===== src/logic/fifo_pkg.sv =====
/*
 * Shared constants for the nine-bit first-in first-out buffer: pin
 * bit positions in the sampled input vector, reset values, the offset
 * register sequence and the default flag offsets.
 * Assumes a single system clock; both port clocks arrive as pins.
 */
package fifo_pkg;

   // ----------------------------------------------------------------
   // data path
   // ----------------------------------------------------------------
   localparam int DATA_W = 9;
   localparam int DEPTH_DEFAULT = 512;
   localparam int OFS_LO_W = 8;
   localparam int DEFAULT_OFFSET = 7;

   // ----------------------------------------------------------------
   // sampled pin vector layout
   // ----------------------------------------------------------------
   localparam int PIN_W = 17;
   localparam int PIN_WCLK = 16;
   localparam int PIN_RCLK = 15;
   localparam int PIN_RESET_N = 14;
   localparam int PIN_PRIMARY_WRITE_ENABLE_N_N = 13;
   localparam int PIN_SECOND_WRITE_ENABLE_OR_LOAD = 12;
   localparam int PIN_REN_A_N = 11;
   localparam int PIN_REN_B_N = 10;
   localparam int PIN_OE_N = 9;
   localparam int PIN_DATA_LSB = 0;
   // clocks low, reset asserted, dual input high, other enables and output enable inactive
   localparam logic [PIN_W-1:0] PIN_RESET_VAL = 17'h03E00;

   // ----------------------------------------------------------------
   // offset register sequence
   // ----------------------------------------------------------------
   typedef enum logic [1:0] {
      OFS_EMPTY_LO = 2'b00,
      OFS_EMPTY_HI = 2'b01,
      OFS_FULL_LO = 2'b10,
      OFS_FULL_HI = 2'b11
   } ofs_sel_t;

endpackage


===== src/logic/pin_sync.sv =====
/*
 * Three-stage synchroniser for a vector of asynchronous pins.
 * Assumes the caller reads only the second and third stages.
 */
`timescale 1ns/100ps
module pin_sync #(
   parameter int W = 1,
   parameter logic [W-1:0] RESET_VAL = '0
) (
   // clock and reset
   input wire logic clk,
   input wire logic sys_rst,
   // pins in
   input wire logic [W-1:0] pin_in,
   // stages out
   output logic [W-1:0] stage2,
   output logic [W-1:0] stage3
);

   logic [W-1:0] stage1_reg;
   logic [W-1:0] stage2_reg;
   logic [W-1:0] stage3_reg;

   always_ff @(posedge clk) begin
      if (sys_rst) begin
         stage1_reg <= RESET_VAL;
         stage2_reg <= RESET_VAL;
         stage3_reg <= RESET_VAL;
      end else begin
         stage1_reg <= pin_in;
         stage2_reg <= stage1_reg;
         stage3_reg <= stage2_reg;
      end
   end

   assign stage2 = stage2_reg;
   assign stage3 = stage3_reg;

endmodule


===== src/logic/sync_fifo_prog_flags.sv =====
/*
 * Nine-bit first-in first-out buffer with empty, full and programmable
 * almost-empty and almost-full flags, and a dual-purpose write enable
 * or offset load input chosen at reset.
 * Assumes clk is far faster than either port clock pin; every pin,
 * port clocks included, is sampled on clk and filtered.
 */
`timescale 1ns/100ps
module sync_fifo_prog_flags
   import fifo_pkg::*;
#(
   parameter int DEPTH = fifo_pkg::DEPTH_DEFAULT
) (
   // system clock and reset
   input wire logic clk,
   input wire logic sys_rst,
   // port clocks and device reset, as pins
   input wire logic write_side_clock,
   input wire logic read_side_clock,
   input wire logic reset_n,
   // write side
   input wire logic primary_write_enable_n,
   input wire logic second_write_enable_or_load,
   input wire logic [fifo_pkg::DATA_W-1:0] write_data_in,
   output logic full_flag_n,
   output logic almost_full_flag_n,
   // read side
   input wire logic read_enable_a_n,
   input wire logic read_enable_b_n,
   input wire logic output_enable_n,
   output logic [fifo_pkg::DATA_W-1:0] read_data_out,
   output logic read_data_oe_n,
   output logic empty_flag_n,
   output logic almost_empty_flag_n
);
   import fifo_pkg::*;

   localparam int ADDR_W = $clog2(DEPTH);
   localparam int CNT_W = ADDR_W + 1;
   localparam int OFS_HI_W = ADDR_W - OFS_LO_W;
   localparam logic [CNT_W-1:0] DEPTH_CNT = CNT_W'(DEPTH);
   localparam logic [ADDR_W-1:0] OFS_DEFAULT = ADDR_W'(DEFAULT_OFFSET);

   // ----------------------------------------------------------------
   // pin sampling
   // ----------------------------------------------------------------
   logic [PIN_W-1:0] pins_raw;
   logic [PIN_W-1:0] pins_s2;
   logic [PIN_W-1:0] pins_s3;
   logic [PIN_W-1:0] pins_agree;
   logic [PIN_W-1:0] pins_lvl_reg;
   logic [PIN_W-1:0] pins_lvl_next;

   assign pins_raw = {write_side_clock, read_side_clock, reset_n,
                      primary_write_enable_n, second_write_enable_or_load,
                      read_enable_a_n, read_enable_b_n, output_enable_n,
                      write_data_in};

   pin_sync #(
      .W(PIN_W),
      .RESET_VAL(PIN_RESET_VAL)
   ) u_pin_sync (
      .clk(clk),
      .sys_rst(sys_rst),
      .pin_in(pins_raw),
      .stage2(pins_s2),
      .stage3(pins_s3)
   );

   // a pin level is taken only once the last two stages agree
   assign pins_agree = ~(pins_s2 ^ pins_s3);
   assign pins_lvl_next = (pins_s3 & pins_agree) |
                          (pins_lvl_reg & ~pins_agree);

   always_ff @(posedge clk) begin
      if (sys_rst) begin
         pins_lvl_reg <= PIN_RESET_VAL;
      end else begin
         pins_lvl_reg <= pins_lvl_next;
      end
   end

   // ----------------------------------------------------------------
   // port clock edges and qualified controls
   // ----------------------------------------------------------------
   logic wclk_rise;
   logic rclk_rise;
   logic dev_rst;
   logic primary_write_enable_n_act;
   logic second_write_enable_or_load_lvl;
   logic ren_act;
   logic [DATA_W-1:0] din;

   // both port edges are events on clk, so neither port waits on the other
   assign wclk_rise = pins_lvl_next[PIN_WCLK] &
                      ~pins_lvl_reg[PIN_WCLK];
   assign rclk_rise = pins_lvl_next[PIN_RCLK] &
                      ~pins_lvl_reg[PIN_RCLK];
   assign dev_rst = sys_rst | ~pins_lvl_reg[PIN_RESET_N];
   // controls and data are the levels held just before the clock edge
   assign primary_write_enable_n_act = ~pins_lvl_reg[PIN_PRIMARY_WRITE_ENABLE_N_N];
   assign second_write_enable_or_load_lvl = pins_lvl_reg[PIN_SECOND_WRITE_ENABLE_OR_LOAD];
   assign ren_act = ~pins_lvl_reg[PIN_REN_A_N] & ~pins_lvl_reg[PIN_REN_B_N];
   assign din = pins_lvl_reg[PIN_DATA_LSB +: DATA_W];

   // ----------------------------------------------------------------
   // configuration strap
   // ----------------------------------------------------------------
   logic prog_mode_reg;

   // follows the inverted dual input throughout reset; the last value before
   // release is what stays
   always_ff @(posedge clk) begin
      if (dev_rst) begin
         prog_mode_reg <= ~second_write_enable_or_load_lvl;
      end
   end

   logic load_low;
   assign load_low = prog_mode_reg & ~second_write_enable_or_load_lvl;

   // ----------------------------------------------------------------
   // operation decode
   // ----------------------------------------------------------------
   logic full_n_reg;
   logic almost_full_n_reg;
   logic empty_n_reg;
   logic almost_empty_n_reg;
   logic data_wr;
   logic data_rd;
   logic ofs_wr;
   logic ofs_rd;
   logic write_gate;

   // two-enable mode wants the dual input high; programmable mode
   // wants load high, so the same dual-input high gate qualifies data writes in both
   assign write_gate = second_write_enable_or_load_lvl;
   assign data_wr = wclk_rise & primary_write_enable_n_act & write_gate &
                    full_n_reg;
   assign data_rd = rclk_rise & ren_act & ~load_low & empty_n_reg;
   assign ofs_wr = wclk_rise & primary_write_enable_n_act & load_low;
   assign ofs_rd = rclk_rise & ren_act & load_low;

   // ----------------------------------------------------------------
   // storage and pointers
   // ----------------------------------------------------------------
   logic [DATA_W-1:0] mem [DEPTH];
   logic [CNT_W-1:0] wptr_reg;
   logic [CNT_W-1:0] rptr_reg;
   logic [CNT_W-1:0] wptr_next;
   logic [CNT_W-1:0] rptr_next;

   // extra pointer bit tells full from empty when addresses match
   assign wptr_next = data_wr ? wptr_reg + CNT_W'(1) : wptr_reg;
   assign rptr_next = data_rd ? rptr_reg + CNT_W'(1) : rptr_reg;

   always_ff @(posedge clk) begin
      if (data_wr) begin
         mem[wptr_reg[ADDR_W-1:0]] <= din;
      end
   end

   always_ff @(posedge clk) begin
      if (dev_rst) begin
         wptr_reg <= '0;
      end else begin
         wptr_reg <= wptr_next;
      end
   end

   always_ff @(posedge clk) begin
      if (dev_rst) begin
         rptr_reg <= '0;
      end else begin
         rptr_reg <= rptr_next;
      end
   end

   // ----------------------------------------------------------------
   // offset registers
   // ----------------------------------------------------------------
   logic [ADDR_W-1:0] empty_ofs_reg;
   logic [ADDR_W-1:0] full_ofs_reg;
   ofs_sel_t wr_sel_reg;
   ofs_sel_t rd_sel_reg;

   always_ff @(posedge clk) begin
      if (dev_rst) begin
         empty_ofs_reg <= OFS_DEFAULT;
         full_ofs_reg <= OFS_DEFAULT;
      end else if (ofs_wr) begin
         case (wr_sel_reg)
            OFS_EMPTY_LO: begin
               empty_ofs_reg[OFS_LO_W-1:0] <= din[OFS_LO_W-1:0];
            end
            OFS_EMPTY_HI: begin
               empty_ofs_reg[ADDR_W-1:OFS_LO_W] <= din[OFS_HI_W-1:0];
            end
            OFS_FULL_LO: begin
               full_ofs_reg[OFS_LO_W-1:0] <= din[OFS_LO_W-1:0];
            end
            default: begin
               full_ofs_reg[ADDR_W-1:OFS_LO_W] <= din[OFS_HI_W-1:0];
            end
         endcase
      end
   end

   // sequence positions survive leaving load mode, wrap after the fourth
   always_ff @(posedge clk) begin
      if (dev_rst) begin
         wr_sel_reg <= OFS_EMPTY_LO;
      end else if (ofs_wr) begin
         wr_sel_reg <= ofs_sel_t'(wr_sel_reg + 2'b01);
      end
   end

   always_ff @(posedge clk) begin
      if (dev_rst) begin
         rd_sel_reg <= OFS_EMPTY_LO;
      end else if (ofs_rd) begin
         rd_sel_reg <= ofs_sel_t'(rd_sel_reg + 2'b01);
      end
   end

   logic [DATA_W-1:0] ofs_view;

   always_comb begin
      case (rd_sel_reg)
         OFS_EMPTY_LO: ofs_view = DATA_W'(empty_ofs_reg[OFS_LO_W-1:0]);
         OFS_EMPTY_HI: ofs_view = DATA_W'(empty_ofs_reg[ADDR_W-1:OFS_LO_W]);
         OFS_FULL_LO: ofs_view = DATA_W'(full_ofs_reg[OFS_LO_W-1:0]);
         default: ofs_view = DATA_W'(full_ofs_reg[ADDR_W-1:OFS_LO_W]);
      endcase
   end

   // ----------------------------------------------------------------
   // output data register
   // ----------------------------------------------------------------
   logic [DATA_W-1:0] dout_reg;

   // holds its word while either read enable is high
   always_ff @(posedge clk) begin
      if (dev_rst) begin
         dout_reg <= '0;
      end else if (data_rd) begin
         dout_reg <= mem[rptr_reg[ADDR_W-1:0]];
      end else if (ofs_rd) begin
         dout_reg <= ofs_view;
      end
   end

   assign read_data_out = dout_reg;
   // low while driving; the pad resolves high impedance from this
   assign read_data_oe_n = pins_lvl_reg[PIN_OE_N];

   // ----------------------------------------------------------------
   // fill level and flags
   // ----------------------------------------------------------------
   logic [CNT_W-1:0] fill_next;
   logic [CNT_W-1:0] full_thresh;

   // both pointers live on clk, so the difference never sees a pointer
   // mid-change and no gray crossing is needed
   assign fill_next = wptr_next - rptr_next;
   assign full_thresh = DEPTH_CNT - {1'b0, full_ofs_reg};

   // read-side flags move only on read clock edges and device reset
   always_ff @(posedge clk) begin
      if (dev_rst) begin
         empty_n_reg <= 1'b0;
      end else if (rclk_rise) begin
         empty_n_reg <= (fill_next != '0);
      end
   end

   always_ff @(posedge clk) begin
      if (dev_rst) begin
         almost_empty_n_reg <= 1'b0;
      end else if (rclk_rise) begin
         almost_empty_n_reg <=
            (fill_next > {1'b0, empty_ofs_reg});
      end
   end

   // write-side flags move only on write clock edges and device reset
   always_ff @(posedge clk) begin
      if (dev_rst) begin
         full_n_reg <= 1'b1;
      end else if (wclk_rise) begin
         full_n_reg <= (fill_next != DEPTH_CNT);
      end
   end

   always_ff @(posedge clk) begin
      if (dev_rst) begin
         almost_full_n_reg <= 1'b1;
      end else if (wclk_rise) begin
         almost_full_n_reg <= (fill_next < full_thresh);
      end
   end

   assign empty_flag_n = empty_n_reg;
   assign almost_empty_flag_n = almost_empty_n_reg;
   assign full_flag_n = full_n_reg;
   assign almost_full_flag_n = almost_full_n_reg;

endmodule


===== config.mk =====
export PLATFORM = sky130hd
export DESIGN_NAME = sync_fifo_prog_flags
export DESIGN_NICKNAME = d
export VERILOG_FILES = /design/src/logic/fifo_pkg.sv /design/src/logic/pin_sync.sv /design/src/logic/sync_fifo_prog_flags.sv
export SDC_FILE = /design/constraint.sdc
export NUM_CORES = 2
export LEC_CHECK = 0
export BUFFER_PORTS_ARGS = -buffer_cell sky130_fd_sc_hd__buf_2
export CAP_MARGIN = 20
export CORE_ASPECT_RATIO = 1.2
export CORE_MARGIN = 5
export CORE_UTILIZATION = 55
export DETAILED_ROUTE_END_ITERATION = 8
export PLACE_DENSITY_LB_ADDON = 0.25
export SYNTH_ARGS = -nofsm -noshare
export SYNTH_HDL_FRONTEND = slang
export SYNTH_MEMORY_MAX_BITS = 65536
export SYNTH_SLANG_ARGS = --single-unit

===== constraint.sdc =====
create_clock -name clk -period 8 [get_ports clk]
set_input_delay 0.8 -clock clk [delete_from_list [all_inputs] [get_ports clk]]
set_output_delay 0.8 -clock clk [all_outputs]
set_load 0.01 [all_outputs]

==> qor.csv <==
stage,metric,value,unit
outcome,status,"complete, but fails checks",
outcome,failing checks,slew limit,
place,Routability Congestion,0.959,
clock_tree,CTS Sinks,4732,
die,die area,350000,sq um
synthesis,post-synthesis cell area,186000,sq um
clock_tree,clk buf depth,4,
hold_path,hold crit path type,in -> reg,
critical_path,startpoint types,register,
synthesis,Yosys cell types,87,
finish,fillcell total,23100,
timing,final worst slack,2.81,ns
timing,max-slew violations,124,
critical_path,CP max-delay cell,buf_4,
timing,actual slew at the worst max-slew pin,1.61,ns
die,Core Box Area,336000,sq um
critical_path,cell breakdown of the critical path,buf_12 > buf_4 > mux2i_1 > o221ai_1 > o22ai_1 > o21ai_0 > nand4_1 > a32oi_1 > a311oi_1 > a21oi_1,
synthesis,most frequent cells after synthesis,"edfxtp_1 (4609), mux4_2 (878), nor2_1 (635)",
timing,FMAX,193,MHz
grt,first-pass GRT wire length,751,mm
finish,max FFs per register,4608,
finish,layout cells sized above 1,19.8,%
clock_tree,Clock Tree Root,clkbuf_16,
finish,final core utilization,61.0,%
finish,"Net count, final",9570,
place,DP Cell Count,13500,
clock_tree,clk_lat worst skew,1.02,ns
timing,period utilisation layout,64.9,%
detailed_routing,post-route ant nets,0,
die,# rows,233,
detailed_routing,First DRT Iteration DRCs,14700,
timing,Slew HR,-7.25,%
clock_tree,CTS buffer count,444,
synthesis,Async SR Flop Fraction,0,%
die,starting density of the core,55.3,%
synthesis,Avg Synthesized Cell Area,19.9,sq um
finish,layout overhead on the synthesized area,10.4,%
die,Die H,647,microns
finish,Multi-input gate area,41000,sq um
synthesis,Synth area leaders,"edfxtp_1 (74%), mux4_2 (11%), mux2i_1 (3.4%)",
synthesis,"EDFF count, synth",4609,
critical_path,Crit path largest cell delay,0.83,ns
detailed_routing,DRC,0,
timing,RSZ-0062 raised after global routing,false,
power_and_ir_drop,power per cell area,234,nW/um^2
grt,GRT Total Usage,30.5,%
die,IO Pins,33,
synthesis,"Seq/Total Area, Yosys",75.8,%
synthesis,syn nets,9398,
timing,minimum hold slack,0.0269,ns
timing,Final min period,5.19,ns
place,hpwl dp,325,mm
detailed_routing,drt total wl,537,mm
flow_run,max_cap viols,0,
clock_tree,CTS tree,yes,
power_and_ir_drop,static leakage,0.0624,uW
critical_path,CP top delay family,compound AO/OA/AOI/OAI gates,
place,IO buf count,32,
synthesis,synth warn,0,
timing,clock skew,0.0665,ns
power_and_ir_drop,peak supply drop,0.196,mV
grt,vias in the first global route,96300,
critical_path,CP Capture Type,register,
critical_path,WS Path Type,reg -> reg,
detailed_routing,Vias/cell,6.82,
grt,"Remaining Overflow, GRT",0,
detailed_routing,Via Count,98100,
finish,Non-Filler Instances,14400,
critical_path,worst path required time,8.93,ns
synthesis,Post-synth top flop,edfxtp_1,
finish,Reg area,141000,sq um
grt,largest net degree at the start of global routing,239,
synthesis,share of the synthesized area in the top cell type,74.5,%
timing,# setup viols final,0,
clock_tree,postcts setup bufs,0,
synthesis,post-synthesis register bit count,4732,
synthesis,largest area contributor in the synthesized netlist,edfxtp_1,
place,pre-CTS setup slack,3.09,ns
detailed_routing,Pre-Repair DR Iteration Count,6,
synthesis,Gate Count Post-Synth,9336,
critical_path,Buf/Inv on CP,2,
grt,initial antenna violation count,40,
detailed_routing,WL/cell,37.3,microns
synthesis,most frequent cell after synthesis,edfxtp_1,
timing,final hold vios,0,
timing,setup TNS,0,ns
die,Die Width,541,microns
clock_tree,H-tree Lvls,5,
clock_tree,"Clk pin slew, worst setup/hold paths",0.07,ns
critical_path,Worst EP arrival,6.13,ns
critical_path,"Max FO, Critical Path",55,
worst reg2reg max path, cell delays in order (launching register included):
cell and delay [ns]:
dfxtp_4 0.81, buf_12 0.47, buf_4 0.95, mux2i_1 0.19, o221ai_1 0.43, o22ai_1 0.16, o21ai_0 0.65, nand4_1 0.68
a32oi_1 0.44, a311oi_1 0.09, a21oi_1 0.22
per-stage QoR:
stage / instance area [sq um] / power, uW
after floorplan: 186000 / 27400
after global placement: 190000 / 27400
after detailed placement: 190000 / 27400
after CTS: 205000 / 48000
after global routing: 205000 / 49100
final: 205000 / 47900
per-layer routing:
layer	global-route usage, %	vias to the layer above	part of all wire, %
met5	0	-	0.028
met3	8.10	1378	12
met1	39.6	51100	34
li1	-	38900	-
met2	47.3	6738	47
met4	17.2	22	6.6
power by group:
group | internal (uW) | switching [uW] | leakage [uW] | total (uW)
Sequential | 26800 | 10.4 | 0.0437 | 26800
Combinational | 13.4 | 35.3 | 0.0116 | 48.8
Clock | 11900 | 9180 | 0.00710 | 21100
Total | 38700 | 9230 | 0.0624 | 47900
kinds of logic (layout without fill, tap and decap cells):
logic type,after synthesis,after routing,synth area share [%]
flops,4732,4732,75.8
mux,1538,1538,14.4
simple gates,1316,1316,3.06
compound gates,1052,1052,3.94
buf+inv,619,1168,2.31
fa+ha+maj,43,43,0.294
xor+xnor,36,36,0.170
other cells,0,34,0
cells in the final DEF (no fill, tap or decap), types with 15 or more instances in the layout:
| cell type | synthesis | final |
|---|---|---|
| nand2_1 | 320 | 308 |
| clkbuf_1 | 237 | 69 |
| ha_1 | 42 | 42 |
| clkbuf_16 | 0 | 455 |
| clkinv_2 | 0 | 97 |
| a21oi_1 | 211 | 211 |
| buf_4 | 45 | 219 |
| dfxtp_4 | 0 | 15 |
| o221ai_1 | 229 | 229 |
| mux4_2 | 878 | 878 |
| and2_1 | 34 | 33 |
| buf_12 | 42 | 35 |
| a31oi_1 | 52 | 52 |
| and3_1 | 19 | 19 |
| dfxtp_1 | 123 | 106 |
| mux2i_1 | 628 | 628 |
| bufinv_16 | 0 | 44 |
| nor2b_1 | 53 | 44 |
| mux4_1 | 22 | 22 |
| o22ai_1 | 176 | 176 |
| clkinv_1 | 3 | 110 |
| o21ai_1 | 31 | 32 |
| buf_2 | 122 | 35 |
| a211oi_1 | 28 | 28 |
| xnor2_1 | 23 | 23 |
| a22oi_1 | 30 | 30 |
| nor3_1 | 67 | 62 |
| diode_2 | 0 | 34 |
| nor4_1 | 21 | 18 |
| edfxtp_1 | 4609 | 4609 |
| or2_2 | 23 | 22 |
| a21o_1 | 18 | 18 |
| nor2_1 | 635 | 624 |
| nand3_1 | 88 | 84 |
| inv_1 | 27 | 24 |
| o21ai_0 | 96 | 95 |
| o21a_1 | 18 | 18 |
cell type report:
type | count | area share [%]
Antenna cell | 34 | 0.0415
Clock buffer | 533 | 5.74
Clock inverter | 290 | 1.32
Inverter | 30 | 0.0647
Multi-Input combinational cell | 3985 | 20.0
Sequential cell | 4732 | 68.7
Tap cell | 4465 | 2.72
Timing Repair Buffer | 315 | 1.39
worst paths after layout:
path                             from                        to  slack [ns]  depth (start not counted)
max                       rptr_reg[0]          read_data_out[6]        2.81                         10
min                  write_data_in[5]  u_pin_sync.stage1_reg[5]        0.03                          2
max reg2reg               rptr_reg[0]          read_data_out[6]        2.81                         10
min reg2reg  u_pin_sync.stage1_reg[9]      u_pin_sync.stage2[9]        0.41                          1
repair_timing:
| item | in CTS | in global routing |
|---|---|---|
| hold buffers | 7 | 0 |
| gates resized for setup | 0 | 0 |
| endpoints found under the hold margin | 7 | 0 |
Power figures use the tool's default switching activity.
